<file path="src/design/csp_pkg.sv">
// Package with register map, reset values and timing constants of the clock steering block.
package csp_pkg;
  localparam int unsigned DATA_W        = 32;
  localparam int unsigned ADDR_W        = 8;
  localparam int unsigned PER_W         = 19;
  localparam int unsigned DRIFT_W       = 16;

  // Register byte offsets.
  localparam logic [7:0] OFF_CTRL       = 8'h00;
  localparam logic [7:0] OFF_CAL_CMD    = 8'h04;
  localparam logic [7:0] OFF_CAL_PERIOD = 8'h08;
  localparam logic [7:0] OFF_CAL_WIDTH  = 8'h0C;
  localparam logic [7:0] OFF_CAL_SLOPE  = 8'h10;
  localparam logic [7:0] OFF_CAL_BW     = 8'h14;
  localparam logic [7:0] OFF_MAN_PERIOD = 8'h18;
  localparam logic [7:0] OFF_MAN_WIDTH  = 8'h1C;
  localparam logic [7:0] OFF_FACTORY    = 8'h20;
  localparam logic [7:0] OFF_STATUS     = 8'h24;
  localparam logic [7:0] OFF_ACT_PERIOD = 8'h28;
  localparam logic [7:0] OFF_ACT_WIDTH  = 8'h2C;
  localparam logic [7:0] OFF_ACT_SLOPE  = 8'h30;

  // Field positions.
  localparam int unsigned CTRL_STEER_BIT  = 0;
  localparam int unsigned CTRL_EXT_BIT    = 1;
  localparam int unsigned CTRL_MAN_BIT    = 2;
  localparam int unsigned FAC_RESTORE_BIT = 0;
  localparam int unsigned FAC_CALOPT_BIT  = 1;
  localparam int unsigned ST_OWN_BIT      = 0;
  localparam int unsigned ST_BUSY_BIT     = 1;
  localparam int unsigned ST_INT_BIT      = 2;

  // Steering switch and calibration mode codes.
  localparam logic       STEER_DISABLE  = 1'b0;
  localparam logic       STEER_ENABLE   = 1'b1;
  localparam logic [1:0] CAL_MODE_SET   = 2'h0;
  localparam logic [1:0] CAL_MODE_AUTO  = 2'h1;
  localparam logic [1:0] CAL_MODE_OFF   = 2'h2;

  // Reset and factory values.
  localparam logic [PER_W-1:0]   PERIOD_DEFAULT = 19'h01130;
  localparam logic [PER_W-1:0]   WIDTH_DEFAULT  = 19'h00898;
  localparam logic [PER_W-1:0]   PERIOD_MAX     = 19'h40000;
  localparam logic [DATA_W-1:0]  SLOPE_DEFAULT  = 32'h00000000;
  localparam logic [DATA_W-1:0]  BW_DEFAULT     = 32'h00000000;

  // Calibration storage word indices.
  localparam logic [1:0] NVM_PERIOD = 2'h0;
  localparam logic [1:0] NVM_WIDTH  = 2'h1;
  localparam logic [1:0] NVM_SLOPE  = 2'h2;
  localparam logic [1:0] NVM_BW     = 2'h3;

  // Pulse timing base: 25 ns steps derived from the system clock.
  localparam int unsigned STEP_NS     = 25;
  localparam int unsigned SYS_NS      = 10;
  localparam int unsigned BASE_HZ     = 40_000_000;
  localparam int unsigned SYS_HZ      = 100_000_000;
  localparam int unsigned ACC_INC     = BASE_HZ / 1_000_000;
  localparam int unsigned ACC_MOD     = SYS_HZ / 1_000_000;

  typedef enum logic [2:0] {
    CSP_BOOT  = 3'b000,
    CSP_IDLE  = 3'b001,
    CSP_MEAS0 = 3'b011,
    CSP_MEAS1 = 3'b010,
    CSP_SEEK  = 3'b110,
    CSP_STORE = 3'b111
  } csp_state_t;
endpackage

</file>
<file path="src/design/csp_nvm_if.sv">
// Interface between the steering control and its calibration storage.
`timescale 1ns/100ps
interface csp_nvm_if;
  logic        wrEn;
  logic [1:0]  addr;
  logic [31:0] wdata;
  logic [31:0] rdata;
  modport ctrl (output wrEn, output addr, output wdata, input rdata);
  modport mem  (input wrEn, input addr, input wdata, output rdata);
endinterface

</file>
<file path="src/design/csp_clock_steer.sv">
// Clock steering pulse control with Avalon-MM register slave.
// Summary of operation
// - Steering enabled after reset by default.
// - Switch code 0 forbids, 1 permits; last wins.
// - Steering with external reference owns output pin.
// - Calibration values drive oscillator only while steering.
// - Calibration kept retained; restored only with option.
// - Factory restore without option keeps calibration.
// - Mode 0 stores, 1 auto-calibrates, 2 aborts.
// - Auto mode measures slope, zero-drift width, stores.
// - Period counts 25 ns steps; default 4400.
// - Width within 10-90 percent of period; default 2200.
// - Internal oscillator steered unless external selected.
// - Steering disabled leaves drift uncorrected.
//
// The Avalon-MM register port and the placing of the registers were chosen for this implementation.
`timescale 1ns/100ps
module csp_clock_steer #(
  parameter int unsigned PER_W = csp_pkg::PER_W,
  parameter int unsigned DRIFT_W = csp_pkg::DRIFT_W
) (
  // Clock and reset
  input  wire logic               clk_sys,
  input  wire logic               rst,
  // Avalon-MM slave
  input  wire logic [7:0]         address,
  input  wire logic               read,
  input  wire logic               write,
  input  wire logic [31:0]        writedata,
  output logic      [31:0]        readdata,
  output logic                    waitrequest,
  // Drift measurements from the receiver
  input  wire logic               driftValid,
  input  wire logic signed [DRIFT_W-1:0] drift,
  // Oscillator controls
  output logic                    variable_freq_out,
  output logic                    intTuneEn,
  output logic      [PER_W-1:0]   intTuneWidth
);
  if (PER_W < 19 || PER_W > 28 || DRIFT_W < 2 || DRIFT_W > 32) begin : g_param_check
    $error("csp_clock_steer: unsupported width parameters");
  end

  csp_nvm_if nvmBus ();
  csp_nvm u_nvm (.clk_sys(clk_sys), .nvm(nvmBus.mem));

  // Accepts a width only inside 10 to 90 percent of the period.
  function automatic logic widthOk(input logic [PER_W-1:0] p, input logic [PER_W-1:0] w);
    logic [PER_W+3:0] w10;
    logic [PER_W+3:0] p1;
    logic [PER_W+3:0] p9;
    w10 = (PER_W+4)'(w) * (PER_W+4)'(10);
    p1  = (PER_W+4)'(p);
    p9  = (PER_W+4)'(p) * (PER_W+4)'(9);
    return (w10 >= p1) && (w10 <= p9);
  endfunction

  csp_pkg::csp_state_t stateQ;
  logic               ackQ;
  logic               steerEnQ, extSelQ, manEnQ;
  logic [PER_W-1:0]   calPeriodQ, calWidthQ, manPeriodQ, manWidthQ;
  logic [31:0]        calSlopeQ, calBwQ;
  logic [PER_W-1:0]   actPeriodQ, actWidthQ;
  logic [31:0]        actSlopeQ, actBwQ;
  logic [1:0]         idxQ;
  logic               bootCapQ;
  logic [1:0]         bootIdxQ;
  logic signed [DRIFT_W-1:0] drift0Q;
  logic signed [DRIFT_W:0]   slopeMeas;
  logic [6:0]         accQ;
  logic               tickQ;
  logic [PER_W-1:0]   cntQ, curPerQ, curWidQ;
  logic               ownsPin, wrAcc, rdAcc, boundary, calBusy;
  logic [1:0]         calMode;
  logic               facRestore, facCalOpt;

  assign wrAcc      = write && ackQ;
  assign rdAcc      = read && !ackQ;
  assign ownsPin    = steerEnQ && extSelQ;
  assign calMode    = writedata[1:0];
  assign facRestore = wrAcc && address == csp_pkg::OFF_FACTORY
                      && writedata[csp_pkg::FAC_RESTORE_BIT];
  assign facCalOpt  = writedata[csp_pkg::FAC_CALOPT_BIT];
  assign calBusy    = stateQ == csp_pkg::CSP_MEAS0 || stateQ == csp_pkg::CSP_MEAS1
                      || stateQ == csp_pkg::CSP_SEEK;
  assign slopeMeas  = (DRIFT_W+1)'(drift) - (DRIFT_W+1)'(drift0Q);

  // Answer one cycle after the request is seen, then drop waitrequest for one cycle.
  // The pin is a flop of its own so the master never sees a decoded glitch.
  always_ff @(posedge clk_sys) begin
    if (rst) begin
      waitrequest <= 1'b1;
    end else begin
      waitrequest <= !((read || write) && waitrequest);
    end
  end
  assign ackQ = !waitrequest;

  always_ff @(posedge clk_sys) begin
    if (rst) begin
      readdata <= 32'h00000000;
    end else if (rdAcc) begin
      unique case (address)
        csp_pkg::OFF_CTRL:       readdata <= {29'h0, manEnQ, extSelQ, steerEnQ};
        csp_pkg::OFF_CAL_PERIOD: readdata <= 32'(calPeriodQ);
        csp_pkg::OFF_CAL_WIDTH:  readdata <= 32'(calWidthQ);
        csp_pkg::OFF_CAL_SLOPE:  readdata <= calSlopeQ;
        csp_pkg::OFF_CAL_BW:     readdata <= calBwQ;
        csp_pkg::OFF_MAN_PERIOD: readdata <= 32'(manPeriodQ);
        csp_pkg::OFF_MAN_WIDTH:  readdata <= 32'(manWidthQ);
        csp_pkg::OFF_STATUS:     readdata <= {26'h0, stateQ, !extSelQ && steerEnQ,
                                              calBusy, ownsPin};
        csp_pkg::OFF_ACT_PERIOD: readdata <= 32'(actPeriodQ);
        csp_pkg::OFF_ACT_WIDTH:  readdata <= 32'(actWidthQ);
        csp_pkg::OFF_ACT_SLOPE:  readdata <= actSlopeQ;
        default:                 readdata <= 32'h00000000;
      endcase
    end
  end

  // Steering switch, reference select and manual output enable.
  always_ff @(posedge clk_sys) begin
    if (rst) begin
      steerEnQ <= csp_pkg::STEER_ENABLE;
      extSelQ  <= 1'b0;
      manEnQ   <= 1'b0;
    end else if (wrAcc && address == csp_pkg::OFF_CTRL) begin
      steerEnQ <= writedata[csp_pkg::CTRL_STEER_BIT];
      extSelQ  <= writedata[csp_pkg::CTRL_EXT_BIT];
      manEnQ   <= writedata[csp_pkg::CTRL_MAN_BIT];
    end
  end

  // Staged calibration values; a width outside the legal band is dropped.
  always_ff @(posedge clk_sys) begin
    if (rst) begin
      calPeriodQ <= PER_W'(csp_pkg::PERIOD_DEFAULT);
      calWidthQ  <= PER_W'(csp_pkg::WIDTH_DEFAULT);
      calSlopeQ  <= csp_pkg::SLOPE_DEFAULT;
      calBwQ     <= csp_pkg::BW_DEFAULT;
    end else if (facRestore && facCalOpt) begin
      calPeriodQ <= PER_W'(csp_pkg::PERIOD_DEFAULT);
      calWidthQ  <= PER_W'(csp_pkg::WIDTH_DEFAULT);
      calSlopeQ  <= csp_pkg::SLOPE_DEFAULT;
      calBwQ     <= csp_pkg::BW_DEFAULT;
    end else if (wrAcc) begin
      if (address == csp_pkg::OFF_CAL_PERIOD && writedata <= 32'(csp_pkg::PERIOD_MAX)) begin
        calPeriodQ <= writedata[PER_W-1:0];
      end
      if (address == csp_pkg::OFF_CAL_WIDTH && widthOk(calPeriodQ, writedata[PER_W-1:0])) begin
        calWidthQ <= writedata[PER_W-1:0];
      end
      if (address == csp_pkg::OFF_CAL_SLOPE) begin
        calSlopeQ <= writedata;
      end
      if (address == csp_pkg::OFF_CAL_BW) begin
        calBwQ <= writedata;
      end
    end
  end

  // Manual frequency output settings.
  always_ff @(posedge clk_sys) begin
    if (rst) begin
      manPeriodQ <= PER_W'(csp_pkg::PERIOD_DEFAULT);
      manWidthQ  <= PER_W'(csp_pkg::WIDTH_DEFAULT);
    end else if (wrAcc) begin
      if (address == csp_pkg::OFF_MAN_PERIOD && writedata <= 32'(csp_pkg::PERIOD_MAX)) begin
        manPeriodQ <= writedata[PER_W-1:0];
      end
      if (address == csp_pkg::OFF_MAN_WIDTH && widthOk(manPeriodQ, writedata[PER_W-1:0])) begin
        manWidthQ <= writedata[PER_W-1:0];
      end
    end
  end

  // Sequencer: boot load from storage, calibration and store.
  always_ff @(posedge clk_sys) begin
    if (rst) begin
      stateQ <= csp_pkg::CSP_BOOT;
      idxQ   <= 2'h0;
    end else begin
      unique case (stateQ)
        csp_pkg::CSP_BOOT: begin
          idxQ <= idxQ + 2'h1;
          if (idxQ == 2'h3) begin
            stateQ <= csp_pkg::CSP_IDLE;
          end
        end
        csp_pkg::CSP_IDLE: begin
          idxQ <= 2'h0;
          if (facRestore && facCalOpt) begin
            stateQ <= csp_pkg::CSP_STORE;
          end else if (wrAcc && address == csp_pkg::OFF_CAL_CMD) begin
            if (calMode == csp_pkg::CAL_MODE_SET) begin
              stateQ <= csp_pkg::CSP_STORE;
            end else if (calMode == csp_pkg::CAL_MODE_AUTO) begin
              stateQ <= csp_pkg::CSP_MEAS0;
            end
          end
        end
        csp_pkg::CSP_MEAS0, csp_pkg::CSP_MEAS1, csp_pkg::CSP_SEEK: begin
          if (wrAcc && address == csp_pkg::OFF_CAL_CMD && calMode == csp_pkg::CAL_MODE_OFF) begin
            stateQ <= csp_pkg::CSP_IDLE;
          end else if (driftValid) begin
            if (stateQ == csp_pkg::CSP_MEAS0) begin
              stateQ <= csp_pkg::CSP_MEAS1;
            end else if (stateQ == csp_pkg::CSP_MEAS1) begin
              stateQ <= (slopeMeas == '0) ? csp_pkg::CSP_STORE : csp_pkg::CSP_SEEK;
            end else if (drift == '0 || (drift[DRIFT_W-1] != drift0Q[DRIFT_W-1])
                         || !widthOk(actPeriodQ, actWidthQ)) begin
              stateQ <= csp_pkg::CSP_STORE;
            end
          end
        end
        csp_pkg::CSP_STORE: begin
          idxQ <= idxQ + 2'h1;
          if (idxQ == 2'h3) begin
            stateQ <= csp_pkg::CSP_IDLE;
          end
        end
        default: stateQ <= csp_pkg::CSP_IDLE;
      endcase
    end
  end

  // Storage port: words are written only while storing.
  assign nvmBus.wrEn  = stateQ == csp_pkg::CSP_STORE;
  assign nvmBus.addr  = idxQ;
  always_comb begin
    unique case (idxQ)
      csp_pkg::NVM_PERIOD: nvmBus.wdata = 32'(actPeriodQ);
      csp_pkg::NVM_WIDTH:  nvmBus.wdata = 32'(actWidthQ);
      csp_pkg::NVM_SLOPE:  nvmBus.wdata = actSlopeQ;
      default:             nvmBus.wdata = actBwQ;
    endcase
  end

  always_ff @(posedge clk_sys) begin
    if (rst) begin
      bootCapQ <= 1'b0;
      bootIdxQ <= 2'h0;
    end else begin
      bootCapQ <= stateQ == csp_pkg::CSP_BOOT;
      bootIdxQ <= idxQ;
    end
  end

  // Live steering values: loaded at boot, replaced by set, trimmed by auto calibration.
  always_ff @(posedge clk_sys) begin
    if (rst) begin
      actPeriodQ <= PER_W'(csp_pkg::PERIOD_DEFAULT);
      actWidthQ  <= PER_W'(csp_pkg::WIDTH_DEFAULT);
      actSlopeQ  <= csp_pkg::SLOPE_DEFAULT;
      actBwQ     <= csp_pkg::BW_DEFAULT;
      drift0Q    <= '0;
    end else if (bootCapQ) begin
      unique case (bootIdxQ)
        csp_pkg::NVM_PERIOD: actPeriodQ <= nvmBus.rdata[PER_W-1:0];
        csp_pkg::NVM_WIDTH:  actWidthQ  <= nvmBus.rdata[PER_W-1:0];
        csp_pkg::NVM_SLOPE:  actSlopeQ  <= nvmBus.rdata;
        default:             actBwQ     <= nvmBus.rdata;
      endcase
    end else if (stateQ == csp_pkg::CSP_IDLE && (facRestore && facCalOpt)) begin
      actPeriodQ <= PER_W'(csp_pkg::PERIOD_DEFAULT);
      actWidthQ  <= PER_W'(csp_pkg::WIDTH_DEFAULT);
      actSlopeQ  <= csp_pkg::SLOPE_DEFAULT;
      actBwQ     <= csp_pkg::BW_DEFAULT;
    end else if (stateQ == csp_pkg::CSP_IDLE && wrAcc && address == csp_pkg::OFF_CAL_CMD
                 && calMode != csp_pkg::CAL_MODE_OFF) begin
      actPeriodQ <= calPeriodQ;
      actWidthQ  <= calWidthQ;
      actSlopeQ  <= calSlopeQ;
      actBwQ     <= calBwQ;
    end else if (driftValid && stateQ == csp_pkg::CSP_MEAS0) begin
      drift0Q   <= drift;
      actWidthQ <= actWidthQ + 1'b1;
    end else if (driftValid && stateQ == csp_pkg::CSP_MEAS1) begin
      actSlopeQ <= 32'(signed'(slopeMeas));
      drift0Q   <= drift;
    end else if (driftValid && stateQ == csp_pkg::CSP_SEEK && drift != '0
                 && drift[DRIFT_W-1] == drift0Q[DRIFT_W-1]) begin
      // Step one count against the drift: the width moves in the sign of minus drift over slope.
      if (drift[DRIFT_W-1] == actSlopeQ[31]) begin
        actWidthQ <= actWidthQ - 1'b1;
      end else begin
        actWidthQ <= actWidthQ + 1'b1;
      end
    end
  end

  // Internal oscillator tuning word, held only while steering the internal source.
  always_ff @(posedge clk_sys) begin
    if (rst) begin
      intTuneEn    <= 1'b0;
      intTuneWidth <= '0;
    end else begin
      intTuneEn    <= steerEnQ && !extSelQ;
      intTuneWidth <= (steerEnQ && !extSelQ) ? actWidthQ : '0;
    end
  end

  // Fractional divider: 40 ticks per 100 system cycles give the 25 ns step.
  always_ff @(posedge clk_sys) begin
    if (rst) begin
      accQ  <= 7'h00;
      tickQ <= 1'b0;
    end else if (accQ + 7'(csp_pkg::ACC_INC) >= 7'(csp_pkg::ACC_MOD)) begin
      accQ  <= accQ + 7'(csp_pkg::ACC_INC) - 7'(csp_pkg::ACC_MOD);
      tickQ <= 1'b1;
    end else begin
      accQ  <= accQ + 7'(csp_pkg::ACC_INC);
      tickQ <= 1'b0;
    end
  end

  // A period of zero keeps the pin low; new settings wait for the period boundary.
  assign boundary = tickQ && (curPerQ == '0 || cntQ >= curPerQ - 1'b1);

  always_ff @(posedge clk_sys) begin
    if (rst) begin
      cntQ    <= '0;
      curPerQ <= '0;
      curWidQ <= '0;
    end else if (boundary) begin
      cntQ <= '0;
      if (ownsPin) begin
        curPerQ <= actPeriodQ;
        curWidQ <= actWidthQ;
      end else if (manEnQ) begin
        curPerQ <= manPeriodQ;
        curWidQ <= manWidthQ;
      end else begin
        curPerQ <= '0;
        curWidQ <= '0;
      end
    end else if (tickQ) begin
      cntQ <= cntQ + 1'b1;
    end
  end

  always_ff @(posedge clk_sys) begin
    if (rst) begin
      variable_freq_out <= 1'b0;
    end else begin
      variable_freq_out <= (curPerQ != '0) && (cntQ < curWidQ);
    end
  end
endmodule

</file>
<file path="src/design/csp_nvm.sv">
// Retained storage for steering calibration words, registered read data.
`timescale 1ns/100ps
module csp_nvm (
  // Clock
  input  wire logic clk_sys,
  // Storage port
  csp_nvm_if.mem    nvm
);
  // Contents are not touched by the system reset: they model retained storage.
  // Word order follows the storage indices: period, width, slope, bandwidth.
  logic [31:0] memQ [4] = '{32'(csp_pkg::PERIOD_DEFAULT), 32'(csp_pkg::WIDTH_DEFAULT),
                            csp_pkg::SLOPE_DEFAULT, csp_pkg::BW_DEFAULT};

  always_ff @(posedge clk_sys) begin
    if (nvm.wrEn) begin
      memQ[nvm.addr] <= nvm.wdata;
    end
  end

  always_ff @(posedge clk_sys) begin
    nvm.rdata <= memQ[nvm.addr];
  end
endmodule

</file>
<file path="config.mk">
export PLATFORM = sky130hd
export DESIGN_NAME = csp_clock_steer
export DESIGN_NICKNAME = d
export VERILOG_FILES = /design/src/design/csp_pkg.sv /design/src/design/csp_nvm_if.sv /design/src/design/csp_clock_steer.sv /design/src/design/csp_nvm.sv
export SDC_FILE = /design/constraint.sdc
export NUM_CORES = 2
export LEC_CHECK = 0
export ABC_AREA = 1
export BUFFER_PORTS_ARGS = -buffer_cell sky130_fd_sc_hd__buf_2
export CAP_MARGIN = 5
export CORE_ASPECT_RATIO = 0.7
export CORE_MARGIN = 10
export CORE_UTILIZATION = 40
export DETAILED_ROUTE_END_ITERATION = 16
export SKIP_CTS_REPAIR_TIMING = 1
export SKIP_LAST_GASP = 1
export SYNTH_ARGS = -nofsm -noshare
export SYNTH_HDL_FRONTEND = slang
export SYNTH_SLANG_ARGS = --single-unit
</file>
<file path="constraint.sdc">
create_clock -name clk_sys -period 10.9 [get_ports clk_sys]
set_input_delay 2.725 -clock clk_sys [delete_from_list [all_inputs] [get_ports clk_sys]]
set_output_delay 2.725 -clock clk_sys [all_outputs]
set_load 0.1 [all_outputs]
</file>
==> results.py <==
metrics = {
    "cts": {
        "path_clk_slew_ns": 0.07,
        "cts_tree": "yes",
        "htreeDepth": 2,
        "cts_num_sinks": 546,
        "cts-root-buf": "clkbuf_16",
        "clock_path_buffers": 3,
        "worstSkewPairLatency_ns": 0.67,
        "cts_made_buffers": 56,
    },
    "global_routing": {
        "antenna_found_initial": 8,
        "grt_pass1_vias": 28800,
        "gr-total-overflow": 0,
        "grt_max_degree": 78,
        "grt_usage_pct": 26.4,
        "grt_pass1_wl_mm": 192,
    },
    "pwr": {
        "p_int_w": 0.00505,
        "p_seq_share_pct": 30.4,
        "swShare_pct": 46.1,
        "p_total_w": 0.00938,
        "combPwrFrac_pct": 46.9,
        "p_clk_share_pct": 22.6,
        "ir_drop_mv": 0.149,
        "p_leak_nw": 15.2,
        "switching_power_w": 0.00433,
        "power_density_nw_per_um2": 256,
    },
    "setup_path": {
        "path_depth": 24,
        "reg2reg_depth": 22,
        "cp_max_fo": 35,
        "endpoint_kind": "flop",
        "r2r_end": "manWidthQ[4]",
        "arrival_ns": 7.04,
        "crit_family": "adder cells",
        "crit_path_max_incr_delay_ns": 0.61,
        "worst_setup_path_start_kind": "input pin",
        "endpoint": "manWidthQ[8]",
        "crit_required_ns": 11.49,
        "cp-startpoint": "writedata[1]",
        "r2r-start": "manPeriodQ[4]",
        "critical_path.cell_chain": "buf_2 > ha_1 > ha_1 > inv_1 > fa_1 > nor3_2 > nor2_1 > o21bai_2 > a21oi_1 > xnor2_1 > ha_1 > nand2_1 > inv_1 > nand3_1 > inv_1 > a21oi_1 > nand2_1 > a21oi_1 > o21ai_0 > nor2_1 > nand2_4 > nand3_1 > nand2_1 > nor2_1",
        "reg2reg_slack_ns": 5.82,
        "path_buf_inv": 4,
        "cp_slowest_cell": "xnor2_1",
        "critPathKind": "in -> reg",
    },
    "logic_synthesis": {
        "synthTopCellsByCount": "678 x nand2_1, 486 x o21ai_0, 479 x a21oi_1, 418 x dfxtp_1, 388 x inv_1",
        "yosys.area.top_type": "dfxtp_1",
        "synth_warnings": 0,
        "synth_top_family_by_area": "compound AO/OA/AOI/OAI gates",
        "netlist_instances": 4308,
        "synth_edf_count": 128,
        "synthArstFlopShare_pct": 0,
        "muxShareOfSynthArea_pct": 0,
        "yosys.area_share.xor_xnor_pct": 2.98,
        "yosysMostFrequentCell": "nand2_1",
        "syn_nets": 4716,
        "avgSynthCellArea_um2": 7.70,
        "ys_ff_latch": 546,
        "ys_types": 65,
        "synth.area.top_cells": "dfxtp_1 25%, ha_1 13%, edfxtp_1 12%",
        "yosys.area_share.adder_pct": 13.2,
        "synth-simple-area-share_pct": 18.2,
        "synthesis.area_um2": 33200,
        "synth_compound_area_share_pct": 21.8,
        "ys.flop_type": "dfxtp_1",
        "seq_area_frac_synth_pct": 36.8,
        "synth_top_area_share_pct": 25.2,
    },
    "detailed_routing": {
        "remaining_drc_errors": 0,
        "antenna_left": 0,
        "wl_per_cell_um": 23.9,
        "via_count": 32300,
        "viasPerCell": 5.93,
        "routed_wl_mm": 130,
        "first_pass_iters": 7,
        "drt-initial-drc-count": 4598,
    },
    "sta": {
        "period_minus_slack_ns": 6.45,
        "rsz0062_at_grt": "no",
        "finalCritPeriodShare_pct": 59.1,
        "finalHoldViolCount": 0,
        "max_freq_mhz": 155,
        "slew_headroom_pct": 15.2,
        "finalSetupViolCount": 0,
        "worst_pin_slew_ns": 1.27,
        "finalMaxSlewViolations": 0,
        "finalClockSkew_ns": 0.0596,
        "fin_tns_setup_ns": 0,
    },
    "run": {
        "drv_cap": 0,
    },
    "placement": {
        "gp_congestion": 0.999,
        "hpwl_mm": 96.3,
        "io_buffers": 114,
    },
    "worst_hold_path": {
        "min_path_type": "reg -> reg",
    },
    "final_layout": {
        "fin_nets": 4724,
        "drive_gt1_share_pct": 6.86,
        "n_fill_cell": 8351,
        "area_growth_pct": 10.3,
    },
    "floorplanning": {
        "start_util_pct": 40.3,
        "core_um2": 82400,
        "boundaryPins": 115,
        "dieHeight_um": 261,
        "die_area_um2": 95000,
        "die_x_um": 364,
        "std_cell_rows": 88,
    },
    "status": {
        "status": "complete, no violations",
    },
}
## per-layer routing
| metal | part of all wire, % | vias up | global-route usage [%] | routed length [um] |
|---|---|---|---|---|
| met5 | 0.073 | - | 0 | 95 |
| met4 | 3.0 | 14 | 7.86 | 3960 |
| met3 | 14 | 234 | 8.22 | 17700 |
| met2 | 37 | 1824 | 34.5 | 48500 |
| met1 | 46 | 15100 | 40.1 | 59600 |
| li1 | - | 15100 | - | - |
## cells by family after synthesis
logic type                 after synthesis
adders and majority gates              347
buffers and inverters                  599
AOI/OAI and AO/OA                     1299
and+or+nand+nor                       1404
xor gates and xnor gates               113
DFF                                    546
## cell usage in the layout, fill, tap and decap left out, drive strengths merged, types with 30 or more instances in the layout
cell type | netlist | layout
o211ai | 36 | 36
a21oi | 482 | 482
inv | 400 | 402
o21ai | 496 | 496
nor3 | 61 | 61
a211oi | 30 | 30
clkbuf | 145 | 80
dfxtp | 418 | 418
edfxtp | 128 | 128
a31oi | 58 | 58
o22ai | 88 | 88
ha | 341 | 341
nand2 | 683 | 683
buf | 51 | 146
nand3 | 190 | 190
xor2 | 71 | 71
nor2 | 365 | 365
a221oi | 34 | 34
nand4 | 58 | 58
xnor2 | 42 | 42
## stage by stage
step	area [um2]	hold WS (ns)	cells	setup slack [ns]	utilization, %
finish	36600	0.458	5444	4.45	44.4
floorplan	33200	0.427	4308	4.75	-
global route	36600	0.481	5441	4.04	44.4
global placement	34600	0.442	5338	3.96	42.0
detailed placement	34600	0.445	5338	3.89	42.0
CTS	36600	0.462	5441	4.57	44.4
## cell type report
cell class / instances / area (um2) / area share [%]
clock buffers: 80 / 1620 / 4.43
repair buffers: 146 / 811 / 2.22
well taps: 1080 / 1350 / 3.69
diodes: 3 / 7.51 / 0.0205
multi-input cells: 3163 / 18700 / 51.1
clock inverters: 23 / 388 / 1.06
inverters: 403 / 1520 / 4.15
flip-flops and latches: 546 / 12200 / 33.4
## state kept, by name, summed over array words and instances, names as in the netlist, 32 cells and up
name and cells:
actBwQ 32, actSlopeQ 32, calBwQ 32, calSlopeQ 32, readdata 32, u_nvm.memQ 128
u_nvm.nvm.rdata 32
## how the worst min path moves through the flow
stage / start / endpoint / cells after the start
after floorplan: drift0Q[0] / drift0Q[0] / 2
after global placement: drift0Q[0] / drift0Q[0] / 2
after detailed placement: drift0Q[0] / drift0Q[0] / 2
after CTS: drift0Q[14] / drift0Q[14] / 2
after global routing: drift0Q[4] / drift0Q[4] / 2
final: drift0Q[0] / drift0Q[0] / 2
## tightest hold or removal path: stages, from the launching register on
cell and delay, ns:
dfxtp_1 0.31, inv_1 0.05, a21oi_1 0.05
## power groups by stage
stage	Sequential, W	Combinational (W)	Clock [W]
2_1_floorplan	0.00279	0.00299	0
3_3_place_gp	0.00286	0.00423	0
3_5_place_dp	0.00286	0.00426	0
4_1_cts	0.00282	0.00430	0.00214
5_1_grt	0.00287	0.00490	0.00223
6_report	0.00285	0.00440	0.00212
No activity file was read; power rests on OpenSTA's default activity.
